**src/verilog/dmfm_regs.svh**
```systemverilog
// Register offsets, field positions, reset values and timing counts of the motion monitor
`ifndef DMFM_REGS_SVH
`define DMFM_REGS_SVH

`define DMFM_ADDR_CTRL       8'h00
`define DMFM_ADDR_STATUS     8'h04
`define DMFM_ADDR_MAIN_FAULT 8'h08
`define DMFM_ADDR_AMP_FAULT  8'h0c
`define DMFM_ADDR_IRQ_STAT   8'h10
`define DMFM_ADDR_IRQ_MASK   8'h14
`define DMFM_ADDR_PORT       8'h18
`define DMFM_ADDR_POS_DIFF   8'h1c
`define DMFM_ADDR_VEL_MOTION 8'h20

`define DMFM_CTRL_ENABLE     0
`define DMFM_CTRL_ROTATION   1
`define DMFM_CTRL_STOP_CLR   2

`define DMFM_IRQ_AMP         0
`define DMFM_IRQ_DRAG        1
`define DMFM_IRQ_CHECK       2

`define DMFM_DRIVE_FAULT_BIT 9
`define DMFM_CTRL_RESET      3'h0
`define DMFM_PORT_RESET      16'h0000
`define DMFM_MUX_VELOCITY    3'h1

`define DMFM_TICK_RELOAD     5'h14
`define DMFM_TICK_CHECK      5'h0a
`define DMFM_MASK_ROTATION   16'hfdfd
`define DMFM_MASK_FOCUS      16'h00fd
`define DMFM_DIV_FOCUS       5'h19
`define DMFM_DIV_ROTATION    5'h14
`define DMFM_POS_BIAS        17'h00004
`define DMFM_VEL_SIGN_BIT    11

`define DMFM_CLK_HZ          25000000
`define DMFM_TICK_HZ         1800
`define DMFM_TICK_CYCLES     (`DMFM_CLK_HZ / `DMFM_TICK_HZ)
`define DMFM_EOC_NS          35000
`define DMFM_CLK_NS          40
`define DMFM_EOC_CYCLES      ((`DMFM_EOC_NS + `DMFM_CLK_NS - 1) / `DMFM_CLK_NS)
`define DMFM_SYNC_WAIT       4'h5

`endif

```
**src/verilog/dmfm_pkg.sv**
```systemverilog
// Types shared by the motion monitor
`default_nettype none
package dmfm_pkg;
  typedef enum logic [2:0] {
    ST_IDLE  = 3'b000,
    ST_AMP   = 3'b001,
    ST_AMPCK = 3'b010,
    ST_EOC   = 3'b011,
    ST_CALC  = 3'b100,
    ST_CMP   = 3'b101
  } dmfm_state_t;
endpackage : dmfm_pkg
`default_nettype wire

```
**src/verilog/dmfm_top.sv**
```systemverilog
// Drive motion fault monitor: amplifier fault and drag/stick check on every twentieth control tick
//
// Design decisions made here: the address map and the strobed register port.
`timescale 1ns/1ps
`default_nettype none
`include "dmfm_regs.svh"
module dmfm_top #(
  parameter int TICK_CYCLES = `DMFM_TICK_CYCLES
) (
  // Clock and reset
  input  wire logic        sys_clk,
  input  wire logic        srst,
  // Register port
  input  wire logic [7:0]  reg_addr,
  input  wire logic [31:0] reg_wdata,
  input  wire logic        reg_wr,
  input  wire logic        reg_rd,
  output logic      [31:0] reg_rdata,
  // Converter and multiplexer
  output logic      [15:0] out_port,
  output logic             convert_start_strobe,
  input  wire logic        conversion_done_flag,
  input  wire logic [11:0] velocity_sample,
  // Servo amplifier
  output logic             amp_fault_read_strobe,
  input  wire logic [15:0] amp_fault_in,
  // Position sensor
  input  wire logic [15:0] current_position,
  // Drive control and interrupt
  output logic             drive_stop_request,
  output logic             irq
);
  logic [2:0]          ctrl_reg;
  logic [15:0]         main_fault_word;
  logic [15:0]         amplifier_fault_word;
  logic [2:0]          irq_stat_reg;
  logic [2:0]          irq_mask_reg;
  logic [15:0]         previous_position;
  logic [15:0]         pos_tick_reg;
  logic [11:0]         previous_scaled_velocity;
  logic [11:0]         vel_motion_reg;
  logic [16:0]         pos_diff_reg;
  logic [4:0]          tick_cnt_reg;
  logic [4:0]          tick_cnt_next;
  logic [31:0]         tick_div_reg;
  logic                tick;
  logic                check_start;
  logic [3:0]          wait_reg;
  logic [9:0]          eoc_wait_reg;
  dmfm_pkg::dmfm_state_t state_reg;
  logic                ev_amp;
  logic                ev_drag;
  logic                ev_check;
  logic                done_sync;
  logic [11:0]         vel_sync;
  logic [15:0]         amp_sync;
  logic [15:0]         pos_sync;
  logic                rotation;
  logic [15:0]         amp_masked;
  logic [15:0]         pos_delta;
  logic [15:0]         pos_abs;
  logic [11:0]         vel_abs;
  logic [4:0]          divisor;
  logic [11:0]         vel_scaled;
  logic [11:0]         vel_sum;
  logic                wr_ctrl;
  logic                wr_irq_stat;

  assign rotation = ctrl_reg[`DMFM_CTRL_ROTATION];
  assign wr_ctrl = reg_wr && (reg_addr == `DMFM_ADDR_CTRL);
  assign wr_irq_stat = reg_wr && (reg_addr == `DMFM_ADDR_IRQ_STAT);

  // Pin inputs pass the three-stage synchroniser
  dmfm_sync3 #(.W(1)) u_sync_done (
    .sys_clk (sys_clk),
    .srst    (srst),
    .async_in(conversion_done_flag),
    .sync_out(done_sync)
  );
  dmfm_sync3 #(.W(12)) u_sync_vel (
    .sys_clk (sys_clk),
    .srst    (srst),
    .async_in(velocity_sample),
    .sync_out(vel_sync)
  );
  dmfm_sync3 #(.W(16)) u_sync_amp (
    .sys_clk (sys_clk),
    .srst    (srst),
    .async_in(amp_fault_in),
    .sync_out(amp_sync)
  );
  dmfm_sync3 #(.W(16)) u_sync_pos (
    .sys_clk (sys_clk),
    .srst    (srst),
    .async_in(current_position),
    .sync_out(pos_sync)
  );

  // Control tick generator
  always_ff @(posedge sys_clk) begin
    if (srst) begin
      tick_div_reg <= 32'h0;
      tick <= 1'b0;
    end else if (tick_div_reg >= 32'(TICK_CYCLES - 1)) begin
      tick_div_reg <= 32'h0;
      tick <= 1'b1;
    end else begin
      tick_div_reg <= tick_div_reg + 32'h1;
      tick <= 1'b0;
    end
  end

  // Down-counter runs every tick, check pass or not
  always_comb begin
    if (tick_cnt_reg <= 5'h1) begin
      tick_cnt_next = `DMFM_TICK_RELOAD;
    end else begin
      tick_cnt_next = tick_cnt_reg - 5'h1;
    end
  end

  always_ff @(posedge sys_clk) begin
    if (srst) begin
      tick_cnt_reg <= `DMFM_TICK_RELOAD;
    end else if (tick) begin
      tick_cnt_reg <= tick_cnt_next;
    end
  end

  assign check_start = tick && ctrl_reg[`DMFM_CTRL_ENABLE]
                       && (tick_cnt_next == `DMFM_TICK_CHECK);

  // Position sampled on every tick
  always_ff @(posedge sys_clk) begin
    if (srst) begin
      pos_tick_reg <= 16'h0;
    end else if (tick) begin
      pos_tick_reg <= pos_sync;
    end
  end

  // Arithmetic of the check
  assign amp_masked = amp_sync & (rotation ? `DMFM_MASK_ROTATION : `DMFM_MASK_FOCUS);
  assign pos_delta = pos_tick_reg - previous_position;
  assign pos_abs = pos_delta[15] ? (16'h0 - pos_delta) : pos_delta;
  always_comb begin
    if (vel_sync[`DMFM_VEL_SIGN_BIT]) begin
      vel_abs = (12'h0 - vel_sync) & 12'h0fff;
    end else begin
      vel_abs = vel_sync & 12'h0fff;
    end
  end
  assign divisor = rotation ? `DMFM_DIV_ROTATION : `DMFM_DIV_FOCUS;
  // Small constant divisor; remainder simply dropped
  assign vel_scaled = 12'(vel_abs / {7'h0, divisor});
  assign vel_sum = vel_scaled + previous_scaled_velocity;

  // Check sequencer
  always_ff @(posedge sys_clk) begin
    if (srst) begin
      state_reg <= dmfm_pkg::ST_IDLE;
      wait_reg <= 4'h0;
      eoc_wait_reg <= 10'h0;
    end else begin
      unique case (state_reg)
        dmfm_pkg::ST_IDLE: begin
          wait_reg <= 4'h0;
          eoc_wait_reg <= 10'h0;
          if (check_start) begin
            state_reg <= dmfm_pkg::ST_AMP;
          end
        end
        dmfm_pkg::ST_AMP: begin
          // Let the fault word cross the synchroniser
          wait_reg <= wait_reg + 4'h1;
          if (wait_reg == `DMFM_SYNC_WAIT) begin
            state_reg <= dmfm_pkg::ST_AMPCK;
          end
        end
        dmfm_pkg::ST_AMPCK: begin
          eoc_wait_reg <= eoc_wait_reg + 10'h1;
          if (amp_masked != 16'h0) begin
            state_reg <= dmfm_pkg::ST_IDLE;
          end else begin
            state_reg <= dmfm_pkg::ST_EOC;
          end
        end
        dmfm_pkg::ST_EOC: begin
          // Stale done level from the last conversion is ignored early on
          if (eoc_wait_reg != 10'h3ff) begin
            eoc_wait_reg <= eoc_wait_reg + 10'h1;
          end
          if (done_sync && eoc_wait_reg > 10'(`DMFM_SYNC_WAIT)) begin
            state_reg <= dmfm_pkg::ST_CALC;
          end
        end
        dmfm_pkg::ST_CALC: begin
          state_reg <= dmfm_pkg::ST_CMP;
        end
        dmfm_pkg::ST_CMP: begin
          state_reg <= dmfm_pkg::ST_IDLE;
        end
        default: begin
          state_reg <= dmfm_pkg::ST_IDLE;
        end
      endcase
    end
  end

  // Strobes for converter and amplifier, issued as the check opens
  always_ff @(posedge sys_clk) begin
    if (srst) begin
      convert_start_strobe <= 1'b0;
      amp_fault_read_strobe <= 1'b0;
    end else begin
      convert_start_strobe <= check_start && state_reg == dmfm_pkg::ST_IDLE;
      amp_fault_read_strobe <= check_start && state_reg == dmfm_pkg::ST_IDLE;
    end
  end

  // Output port: mux address forced to velocity, upper bits from software
  always_ff @(posedge sys_clk) begin
    if (srst) begin
      out_port <= `DMFM_PORT_RESET;
    end else if (check_start && state_reg == dmfm_pkg::ST_IDLE) begin
      out_port <= {out_port[15:3], `DMFM_MUX_VELOCITY};
    end else if (reg_wr && reg_addr == `DMFM_ADDR_PORT) begin
      out_port <= reg_wdata[15:0];
    end
  end

  // Amplifier fault copy, focus keeps only the low byte
  always_ff @(posedge sys_clk) begin
    if (srst) begin
      amplifier_fault_word <= 16'h0;
    end else if (state_reg == dmfm_pkg::ST_AMPCK) begin
      amplifier_fault_word <= rotation ? amp_sync : {8'h0, amp_sync[7:0]};
    end
  end

  // Motion history
  always_ff @(posedge sys_clk) begin
    if (srst) begin
      previous_position <= 16'h0;
      previous_scaled_velocity <= 12'h0;
      pos_diff_reg <= 17'h0;
      vel_motion_reg <= 12'h0;
    end else if (state_reg == dmfm_pkg::ST_CALC) begin
      pos_diff_reg <= {1'b0, pos_abs} + `DMFM_POS_BIAS;
      previous_position <= pos_tick_reg;
      vel_motion_reg <= vel_sum;
      previous_scaled_velocity <= vel_scaled;
    end
  end

  // Check events
  assign ev_amp = (state_reg == dmfm_pkg::ST_AMPCK) && (amp_masked != 16'h0);
  assign ev_drag = (state_reg == dmfm_pkg::ST_CMP)
                   && ({5'h0, vel_motion_reg} > pos_diff_reg);
  assign ev_check = (state_reg == dmfm_pkg::ST_CMP);

  // Stop request held for the shutdown logic; set beats software clear
  always_ff @(posedge sys_clk) begin
    if (srst) begin
      drive_stop_request <= 1'b0;
    end else if (ev_amp || ev_drag) begin
      drive_stop_request <= 1'b1;
    end else if (wr_ctrl && reg_wdata[`DMFM_CTRL_STOP_CLR]) begin
      drive_stop_request <= 1'b0;
    end
  end

  // Main fault word: software writes it, drive fault ORed in over the top
  always_ff @(posedge sys_clk) begin
    if (srst) begin
      main_fault_word <= 16'h0;
    end else begin
      if (reg_wr && reg_addr == `DMFM_ADDR_MAIN_FAULT) begin
        main_fault_word <= reg_wdata[15:0];
      end
      if (ev_drag) begin
        main_fault_word[`DMFM_DRIVE_FAULT_BIT] <= 1'b1;
      end
    end
  end

  // Control register
  always_ff @(posedge sys_clk) begin
    if (srst) begin
      ctrl_reg <= `DMFM_CTRL_RESET;
    end else if (wr_ctrl) begin
      ctrl_reg <= {1'b0, reg_wdata[1:0]};
    end
  end

  // Interrupt status, write one to clear, new events win
  always_ff @(posedge sys_clk) begin
    if (srst) begin
      irq_stat_reg <= 3'h0;
    end else begin
      irq_stat_reg <= (irq_stat_reg & ~(wr_irq_stat ? reg_wdata[2:0] : 3'h0))
                      | {ev_check, ev_drag, ev_amp};
    end
  end

  always_ff @(posedge sys_clk) begin
    if (srst) begin
      irq_mask_reg <= 3'h0;
    end else if (reg_wr && reg_addr == `DMFM_ADDR_IRQ_MASK) begin
      irq_mask_reg <= reg_wdata[2:0];
    end
  end

  always_ff @(posedge sys_clk) begin
    if (srst) begin
      irq <= 1'b0;
    end else begin
      irq <= |(irq_stat_reg & irq_mask_reg);
    end
  end

  // Read data, valid the cycle after the strobe only
  always_ff @(posedge sys_clk) begin
    if (srst) begin
      reg_rdata <= 32'h0;
    end else if (reg_rd) begin
      unique case (reg_addr)
        `DMFM_ADDR_CTRL:       reg_rdata <= {29'h0, ctrl_reg};
        `DMFM_ADDR_STATUS:     reg_rdata <= {26'h0, state_reg, done_sync, 1'b0,
                                             drive_stop_request};
        `DMFM_ADDR_MAIN_FAULT: reg_rdata <= {16'h0, main_fault_word};
        `DMFM_ADDR_AMP_FAULT:  reg_rdata <= {16'h0, amplifier_fault_word};
        `DMFM_ADDR_IRQ_STAT:   reg_rdata <= {29'h0, irq_stat_reg};
        `DMFM_ADDR_IRQ_MASK:   reg_rdata <= {29'h0, irq_mask_reg};
        `DMFM_ADDR_PORT:       reg_rdata <= {16'h0, out_port};
        `DMFM_ADDR_POS_DIFF:   reg_rdata <= {15'h0, pos_diff_reg};
        `DMFM_ADDR_VEL_MOTION: reg_rdata <= {20'h0, vel_motion_reg};
        default:               reg_rdata <= 32'h0;
      endcase
    end else begin
      reg_rdata <= 32'h0;
    end
  end
endmodule : dmfm_top
`default_nettype wire

```
**src/verilog/dmfm_sync3.sv**
```systemverilog
// Three-stage input synchroniser that passes a word once stages two and three agree
`timescale 1ns/1ps
`default_nettype none
module dmfm_sync3 #(
  parameter int W = 1
) (
  // Clock and reset
  input  wire logic         sys_clk,
  input  wire logic         srst,
  // Async input and its settled copy
  input  wire logic [W-1:0] async_in,
  output logic      [W-1:0] sync_out
);
  logic [W-1:0] s1_reg;
  logic [W-1:0] s2_reg;
  logic [W-1:0] s3_reg;

  always_ff @(posedge sys_clk) begin
    if (srst) begin
      s1_reg <= '0;
      s2_reg <= '0;
      s3_reg <= '0;
    end else begin
      s1_reg <= async_in;
      s2_reg <= s1_reg;
      s3_reg <= s2_reg;
    end
  end

  // A word caught mid-change is held back until it settles
  always_ff @(posedge sys_clk) begin
    if (srst) begin
      sync_out <= '0;
    end else if (s2_reg == s3_reg) begin
      sync_out <= s3_reg;
    end
  end
endmodule : dmfm_sync3
`default_nettype wire

```
**config.mk**
```make
export PLATFORM = sky130hd
export DESIGN_NAME = dmfm_top
export DESIGN_NICKNAME = d
export VERILOG_FILES = /design/src/verilog/dmfm_pkg.sv /design/src/verilog/dmfm_top.sv /design/src/verilog/dmfm_sync3.sv
export VERILOG_INCLUDE_DIRS = /design/src /design/src/verilog
export SDC_FILE = /design/constraint.sdc
export NUM_CORES = 1
export LEC_CHECK = 0
export ABC_AREA = 1
export BUFFER_PORTS_ARGS = -buffer_cell sky130_fd_sc_hd__buf_2
export CAP_MARGIN = 10
export CORE_AREA = 2 2 185 187
export DETAILED_ROUTE_END_ITERATION = 10
export DIE_AREA = 0 0 187 189
export MAX_ROUTING_LAYER = met4
export PLACE_DENSITY = 0.75
export SYNTH_ARGS = -nofsm -noshare
export SYNTH_HDL_FRONTEND = slang
export SYNTH_SLANG_ARGS = --single-unit
export TNS_END_PERCENT = 10
```
**constraint.sdc**
```tcl
create_clock -name sys_clk -period 11.8 [get_ports sys_clk]
set_clock_uncertainty 0.15 [all_clocks]
set_input_delay 1.77 -clock sys_clk [delete_from_list [all_inputs] [get_ports sys_clk]]
set_output_delay 1.77 -clock sys_clk [all_outputs]
set_load 0.03 [all_outputs]
```
Word level (Yosys, flattened, before mapping)
Index checks and enable logic that the tools add are counted.

word-level totals
  bits in registers = 399
  output and inout bits = 52
  logic and storage cells = 136
  input bits = 89

cells by class
  reductions and logical operators = 28
  div/mod/pow operators = 1
  muxes and demuxes = 23
  add/sub/neg operators = 9
  order comparisons = 4
  equality and inequality tests = 24
  bitwise operators = 7

operators with widths
  operator                                               number
  case mux 17 bit (9 select lines)                       1
  2-to-1 mux 16 bit                                      3
  adder 32 x 1 -> 32 bit, second input constant          1
  == test 16 bit                                         2
  == test 8 x 5 -> 1 bit, second input constant          4
  >= comparator 32 x 14 -> 1 bit, second input constant  1
  case mux 10 bit (3 select lines)                       1
  2-to-1 mux 10 bit                                      2
  adder 16 x 3 -> 17 bit, second input constant          1
  > comparator 12 x 17 -> 1 bit                          1
  AND 16 bit                                             1
  == test 8 x 4 -> 1 bit, second input constant          2
  nonzero test 16 bit                                    1
  subtractor 1 x 16 -> 16 bit, first input constant      1
  subtractor 16 bit                                      1
  case mux 3 bit (5 select lines)                        1
  adder 12 bit                                           1
  divider 12 x 5 -> 12 bit                               1
  == test 12 bit                                         1
  logical AND 1 bit                                      12
  2-to-1 mux 12 bit                                      1
  2-to-1 mux 3 bit                                       4
  subtractor 1 x 12 -> 12 bit, first input constant      1
  adder 10 x 1 -> 10 bit, second input constant          1
  other kinds (32)                                       50

Depth between registers and ports, before layout
  depth after elaboration = 7
  depth in mapped cells = 99
  gate-level depth less buffers = 97

Modules after synthesis
A second synthesis with hierarchy kept.

second synthesis, totals
  cells, all modules = 2613
  area total of the unflattened synthesis = 18720.5 um^2

modules (own cells, without submodules)
  module                        area an instance (um^2)  cells an instance  sequential area each (um^2)  times used
  dmfm_top                      12229.2                  1742               3943.8                       1
  dmfm_sync3 at u_sync_amp ...  2323.5                   313                1281.2                       2
  dmfm_sync3 at u_sync_vel      1722.9                   232                960.9                        1
  dmfm_sync3 at u_sync_done     121.4                    13                 80.1                         1

Least setup slack after synthesis
Ideal clock, no wire load.

  kind = reg-to-reg
  from = register ctrl_reg[1]
  to = register vel_motion_reg[6]
  required time = 11535 ps
  path slack = 741 ps
  data arrival time = 10793 ps
  library setup time = 115 ps
  path buffers = 3
  period minus slack after synthesis = 11059 ps
  cell stages (with the launch flop) = 91
  cell sequence = dfxtp_1 -> clkbuf_1 -> inv_1 -> ha_1 -> nand2_1 -> inv_1 -> nand2_1 -> nand2_2 -> nand2_2 -> nor3_1 -> xor2_1 -> inv_1 -> ha_1 -> nand2_1 -> nor2_1 -> nand3_1 -> nor2_1 -> nand3_1 -> (+55 left out) -> inv_1 -> ha_1 -> nand2_1 -> inv_1 -> nand2_1 -> nand2_1 -> nand2_1 -> nand2_1 -> ha_1 -> fa_1 -> nand3_1 -> nand2_1 -> a21oi_1 -> nor2_1 -> nor2_1 -> xor2_1 -> o21ai_0 -> inv_1

on the way
  word-level cells in the longest chain between the ends = 3

RTL lines
  item                        RTL line         source
  start, declared             dmfm_top.sv:33   logic [2:0] ctrl_reg;
  start signal, assigned      dmfm_top.sv:290  ctrl_reg <= `DMFM_CTRL_RESET;
  start signal, assigned      dmfm_top.sv:292  ctrl_reg <= {1'b0, reg_wdata[1:0]};
  2-to-1 mux 4 bit (no line)  --
  divider 12 x 5 -> 12 bit    dmfm_top.sv:155  assign vel_scaled = 12'(vel_abs / {7'h0, divisor});
  named net vel_scaled[6]     dmfm_top.sv:64   logic [11:0] vel_scaled;
  adder 12 bit                dmfm_top.sv:156  assign vel_sum = vel_scaled + previous_scaled_velocity;
  end signal, assigned        dmfm_top.sv:251  vel_motion_reg <= vel_sum;
  end, declared               dmfm_top.sv:41   logic [11:0] vel_motion_reg;

The timed path passes the listed nets, and every way through them passes these cells.
A chain may end at the register's enable or synchronous reset.

Final worst setup path
  from = register u_sync_vel.sync_out[0]
  to = register vel_motion_reg[6]

on the way
  word-level cells in the longest chain between the ends = 4

RTL lines
  item                         RTL line          source
  start, declared              dmfm_sync3.sv:12  output logic [W-1:0] sync_out
  start signal, assigned       dmfm_sync3.sv:35  sync_out <= s3_reg;
  subtractor 1 x 12 -> 12 bit  dmfm_top.sv:148   vel_abs = (12'h0 - vel_sync) & 12'h0fff;
  2-to-1 mux 12 bit *          dmfm_top.sv:147   if (vel_sync[`DMFM_VEL_SIGN_BIT]) begin
  divider 12 x 5 -> 12 bit *   dmfm_top.sv:155
  named net vel_scaled[6]      dmfm_top.sv:64
  adder 12 bit *               dmfm_top.sv:156

Mark *: on every way through the listed nets, which the timed path passes. The rest lies on a longest branch.

==> results.toml <==
[global_routing]
grt_pass1_wl_mm = 67.08
antenna_found_initial = 1
grt_max_degree = 97
track_usage_pct = 23.32
grt-ovfl-total = 0
grt_pass1_vias = 14160

[placed_design]
routabilityCongestion = 0.9275
dpl.hpwl_mm = 29.73
place_ws_ns = -0.2143
portBuffers = 109

[layout]
post-route-util_pct = 62.09
synthToLayoutAreaGrowth_pct = 16.70
drive_above_1_share_pct = 14.76
nNetsFinal = 2712
fillers = 3016
antenna_cells = 0
largest_register_ff_count = 32

[timing]
slew_viol_final = 0
relSlewSlack_pct = 38.65
min_period_ns = 11.22
max_freq_ghz = 0.08910
setup_viol = 0
setup_slack_ns = 0.5772
hold_viol = 0
worst-slew-pin-transition_ns = 0.9202
post-route-period-util_pct = 95.11

[synth]
ys_seq_area_share_pct = 42.62
yosysMostFrequentCell = "nor2_1"
syn_avg_cell_area_um2 = 7.387
async_reset_ff_share_pct = 0
synth_cell_type_count = 57
synthTopCellsByCount = "nor2_1 (400), inv_1 (391), dfxtp_1 (377)"
synth_area_leaders = "dfxtp_1 (43%), nor2_1 (8.5%), inv_1 (8.3%)"
synth_seq_cells = 377
syn-instance-count = 2397
yosys.area.top_type = "dfxtp_1"
ys.flop_type = "dfxtp_1"
yosys.area.top_type_share_pct = 42.62
synth_edf_count = 0
syn-cell-area_mm2 = 0.01771
yosysWarnings = 0

[clock_tree]
cts_tree = "yes"
cts_root_buf = "clkbuf_16"
htree_levels = 2
clkSinkCount = 377
numCtsBuffers = 39
clkLatencyLatePin_ns = 0.53
clkTransAtPathRegs_ns = 0.06
clock_path_buffers = 3

[worst_setup_path]
critPathMaxStageDelay_ns = 0.37
worstPathArrival_ns = 11.49
cp-end-kind = "flip-flop"
cp_slowest_cell = "ha_1"
cp-start-kind = "flip-flop"
critPathKind = "flip-flop to flip-flop"
path_max_fanout = 8
cp.required_ns = 12.07

[pwr]
internal-power_w = 0.002827
seqPwrFrac_pct = 30.4
power_frac_comb_pct = 41.8
power_per_cell_area_mw_per_mm2 = 215.4
p_sw_w = 0.001623
p_leak_nw = 9.484
clkPwrFrac_pct = 27.9
sw_frac_of_total_pct = 36.47
ir_worst_vdd_mv = 0.1708

[detailed_routing]
dr.pass1.iters = 5
post-route-drc-count = 0
finalWirelength_mm = 41.03
routedWlPerCell_um = 13.54
drt_iter0_drc = 868
vias_per_cell = 5.054
postRouteAntennaNets = 0
vias = 15310

[floorplanning]
die_area_mm2 = 0.03534
die_h_um = 189
fp-row-count = 67
initial_utilization_pct = 53.21
ioPinCount = 141
chipWidth_um = 187
core_mm2 = 0.03328

[outcome]
status = "finished clean"

[hold_path]
min-delay-path-class = "flip-flop to flip-flop"

[flow_run]
cap_violations = 0
==> metrics by stage <==
step / power, W / std cells / hold slack, ns / TNS (ns) / cell area (um2)
after detailed placement: 0.002928 / 2927 / 0.2416 / -0.6285 / 18750
after CTS: 0.004176 / 2998 / 0.2496 / 0 / 20090
after global routing: 0.004746 / 3030 / 0.2640 / -0.5995 / 20660
after floorplan: 0.002598 / 2429 / 0.2383 / 0 / 17830
after global placement: 0.002890 / 2927 / 0.2402 / 0 / 18750
final: 0.004450 / 3030 / 0.2487 / 0 / 20660
==> power groups by stage <==
stage               logic, W  registers [W]  clock network (W)
CTS                  0.00156        0.00135            0.00127
finish               0.00186        0.00135            0.00124
floorplan            0.00123        0.00137                  0
detailed placement   0.00155        0.00138                  0
global route         0.00207        0.00136            0.00132
global placement     0.00151        0.00138                  0
==> cell type report <==
type | instances | area (um2) | share of cell area [%]
Clock buffer | 56 | 1151 | 5.570
Clock inverter | 15 | 175.2 | 0.8477
Inverter | 404 | 1518 | 7.344
Multi-Input combinational cell | 1562 | 8716 | 42.18
Sequential cell | 377 | 7550 | 36.53
Tap cell | 448 | 560.5 | 2.713
Timing Repair Buffer | 168 | 994.7 | 4.814
==> routing by layer <==
| layer | vias up | GRT usage [%] | wire (um) |
|---|---|---|---|
| li1 | 7866 | - | - |
| met1 | 7002 | 30.61 | 19260 |
| met2 | 384 | 38.78 | 18920 |
| met3 | 61 | 2.651 | 2061 |
| met4 | 0 | 5.311 | 788 |
| met5 | - | - | 0 |
==> worst paths after layout <==
| kind | end | depth (start not counted) | start | slack, ns |
|---|---|---|---|---|
| worst max register to register | vel_motion_reg[6]$_SDFFE_PP0P_ | 95 | u_sync_vel.sync_out[0]$_SDFFE_PP0N_ | 0.58 |
| worst min register to register | u_sync_amp.s2_reg[5]$_SDFF_PP0_ | 2 | u_sync_amp.s1_reg[5]$_SDFF_PP0_ | 0.25 |
| worst max-delay path | vel_motion_reg[6]$_SDFFE_PP0P_ | 95 | u_sync_vel.sync_out[0]$_SDFFE_PP0N_ | 0.58 |
| worst min-delay path | u_sync_amp.s2_reg[5]$_SDFF_PP0_ | 2 | u_sync_amp.s1_reg[5]$_SDFF_PP0_ | 0.25 |
==> placed cells by master, fill, tap and decap left out, types with 4 or more instances in the layout <==
master / count
buf_2: 108
inv_2: 19
a221oi_1: 7
clkinvlp_4: 4
nor2_2: 10
nand2_1: 263
clkbuf_8: 9
o21ai_1: 9
nand3_1: 81
or2_2: 20
xnor2_1: 35
clkbuf_16: 40
clkbuf_1: 7
nand3_2: 11
ha_1: 58
a21oi_2: 8
clkinv_2: 7
nand3b_1: 7
xor2_1: 62
ha_4: 11
a211oi_1: 7
a31oi_1: 11
dfxtp_1: 375
a21oi_1: 159
o21bai_1: 8
xor2_2: 4
nor2_1: 399
conb_1: 33
nor3b_1: 9
nand4_1: 23
o211ai_1: 5
nand2_4: 14
nand2_2: 29
o21ai_0: 181
nor4_1: 20
nor3_1: 26
inv_1: 381
nor2_4: 4
o22ai_1: 15
buf_4: 59
==> cell families after synthesis <==
kind of cell / Yosys count / synth area share [%]
simple gates: 930 / 23.41
compound gates: 427 / 13.03
xor+xnor: 101 / 4.996
flops: 377 / 42.62
buf+inv: 490 / 10.82
fa+ha+maj: 71 / 5.102
other cells: 1 / 0.02118
==> critical path: cells and delay by family, from the launching register on <==
family,cells,cell delay (ns)
simple gates,54,4.52
flops,1,0.33
fa+ha+maj,11,3.02
buf+inv,17,1.20
xor+xnor,7,1.04
compound gates,6,0.87
==> what timing repair did <==
action / 4_1_cts / 5_1_grt
pin swaps: 1 / 41
setup buffers: 0 / 32
gates resized for setup: 4 / 75
hold buffers: 0 / 0
hold endpoints to repair: 0 / 0
endpoints found under the setup margin: 5 / 9
(Power assumes the default switching activity.)
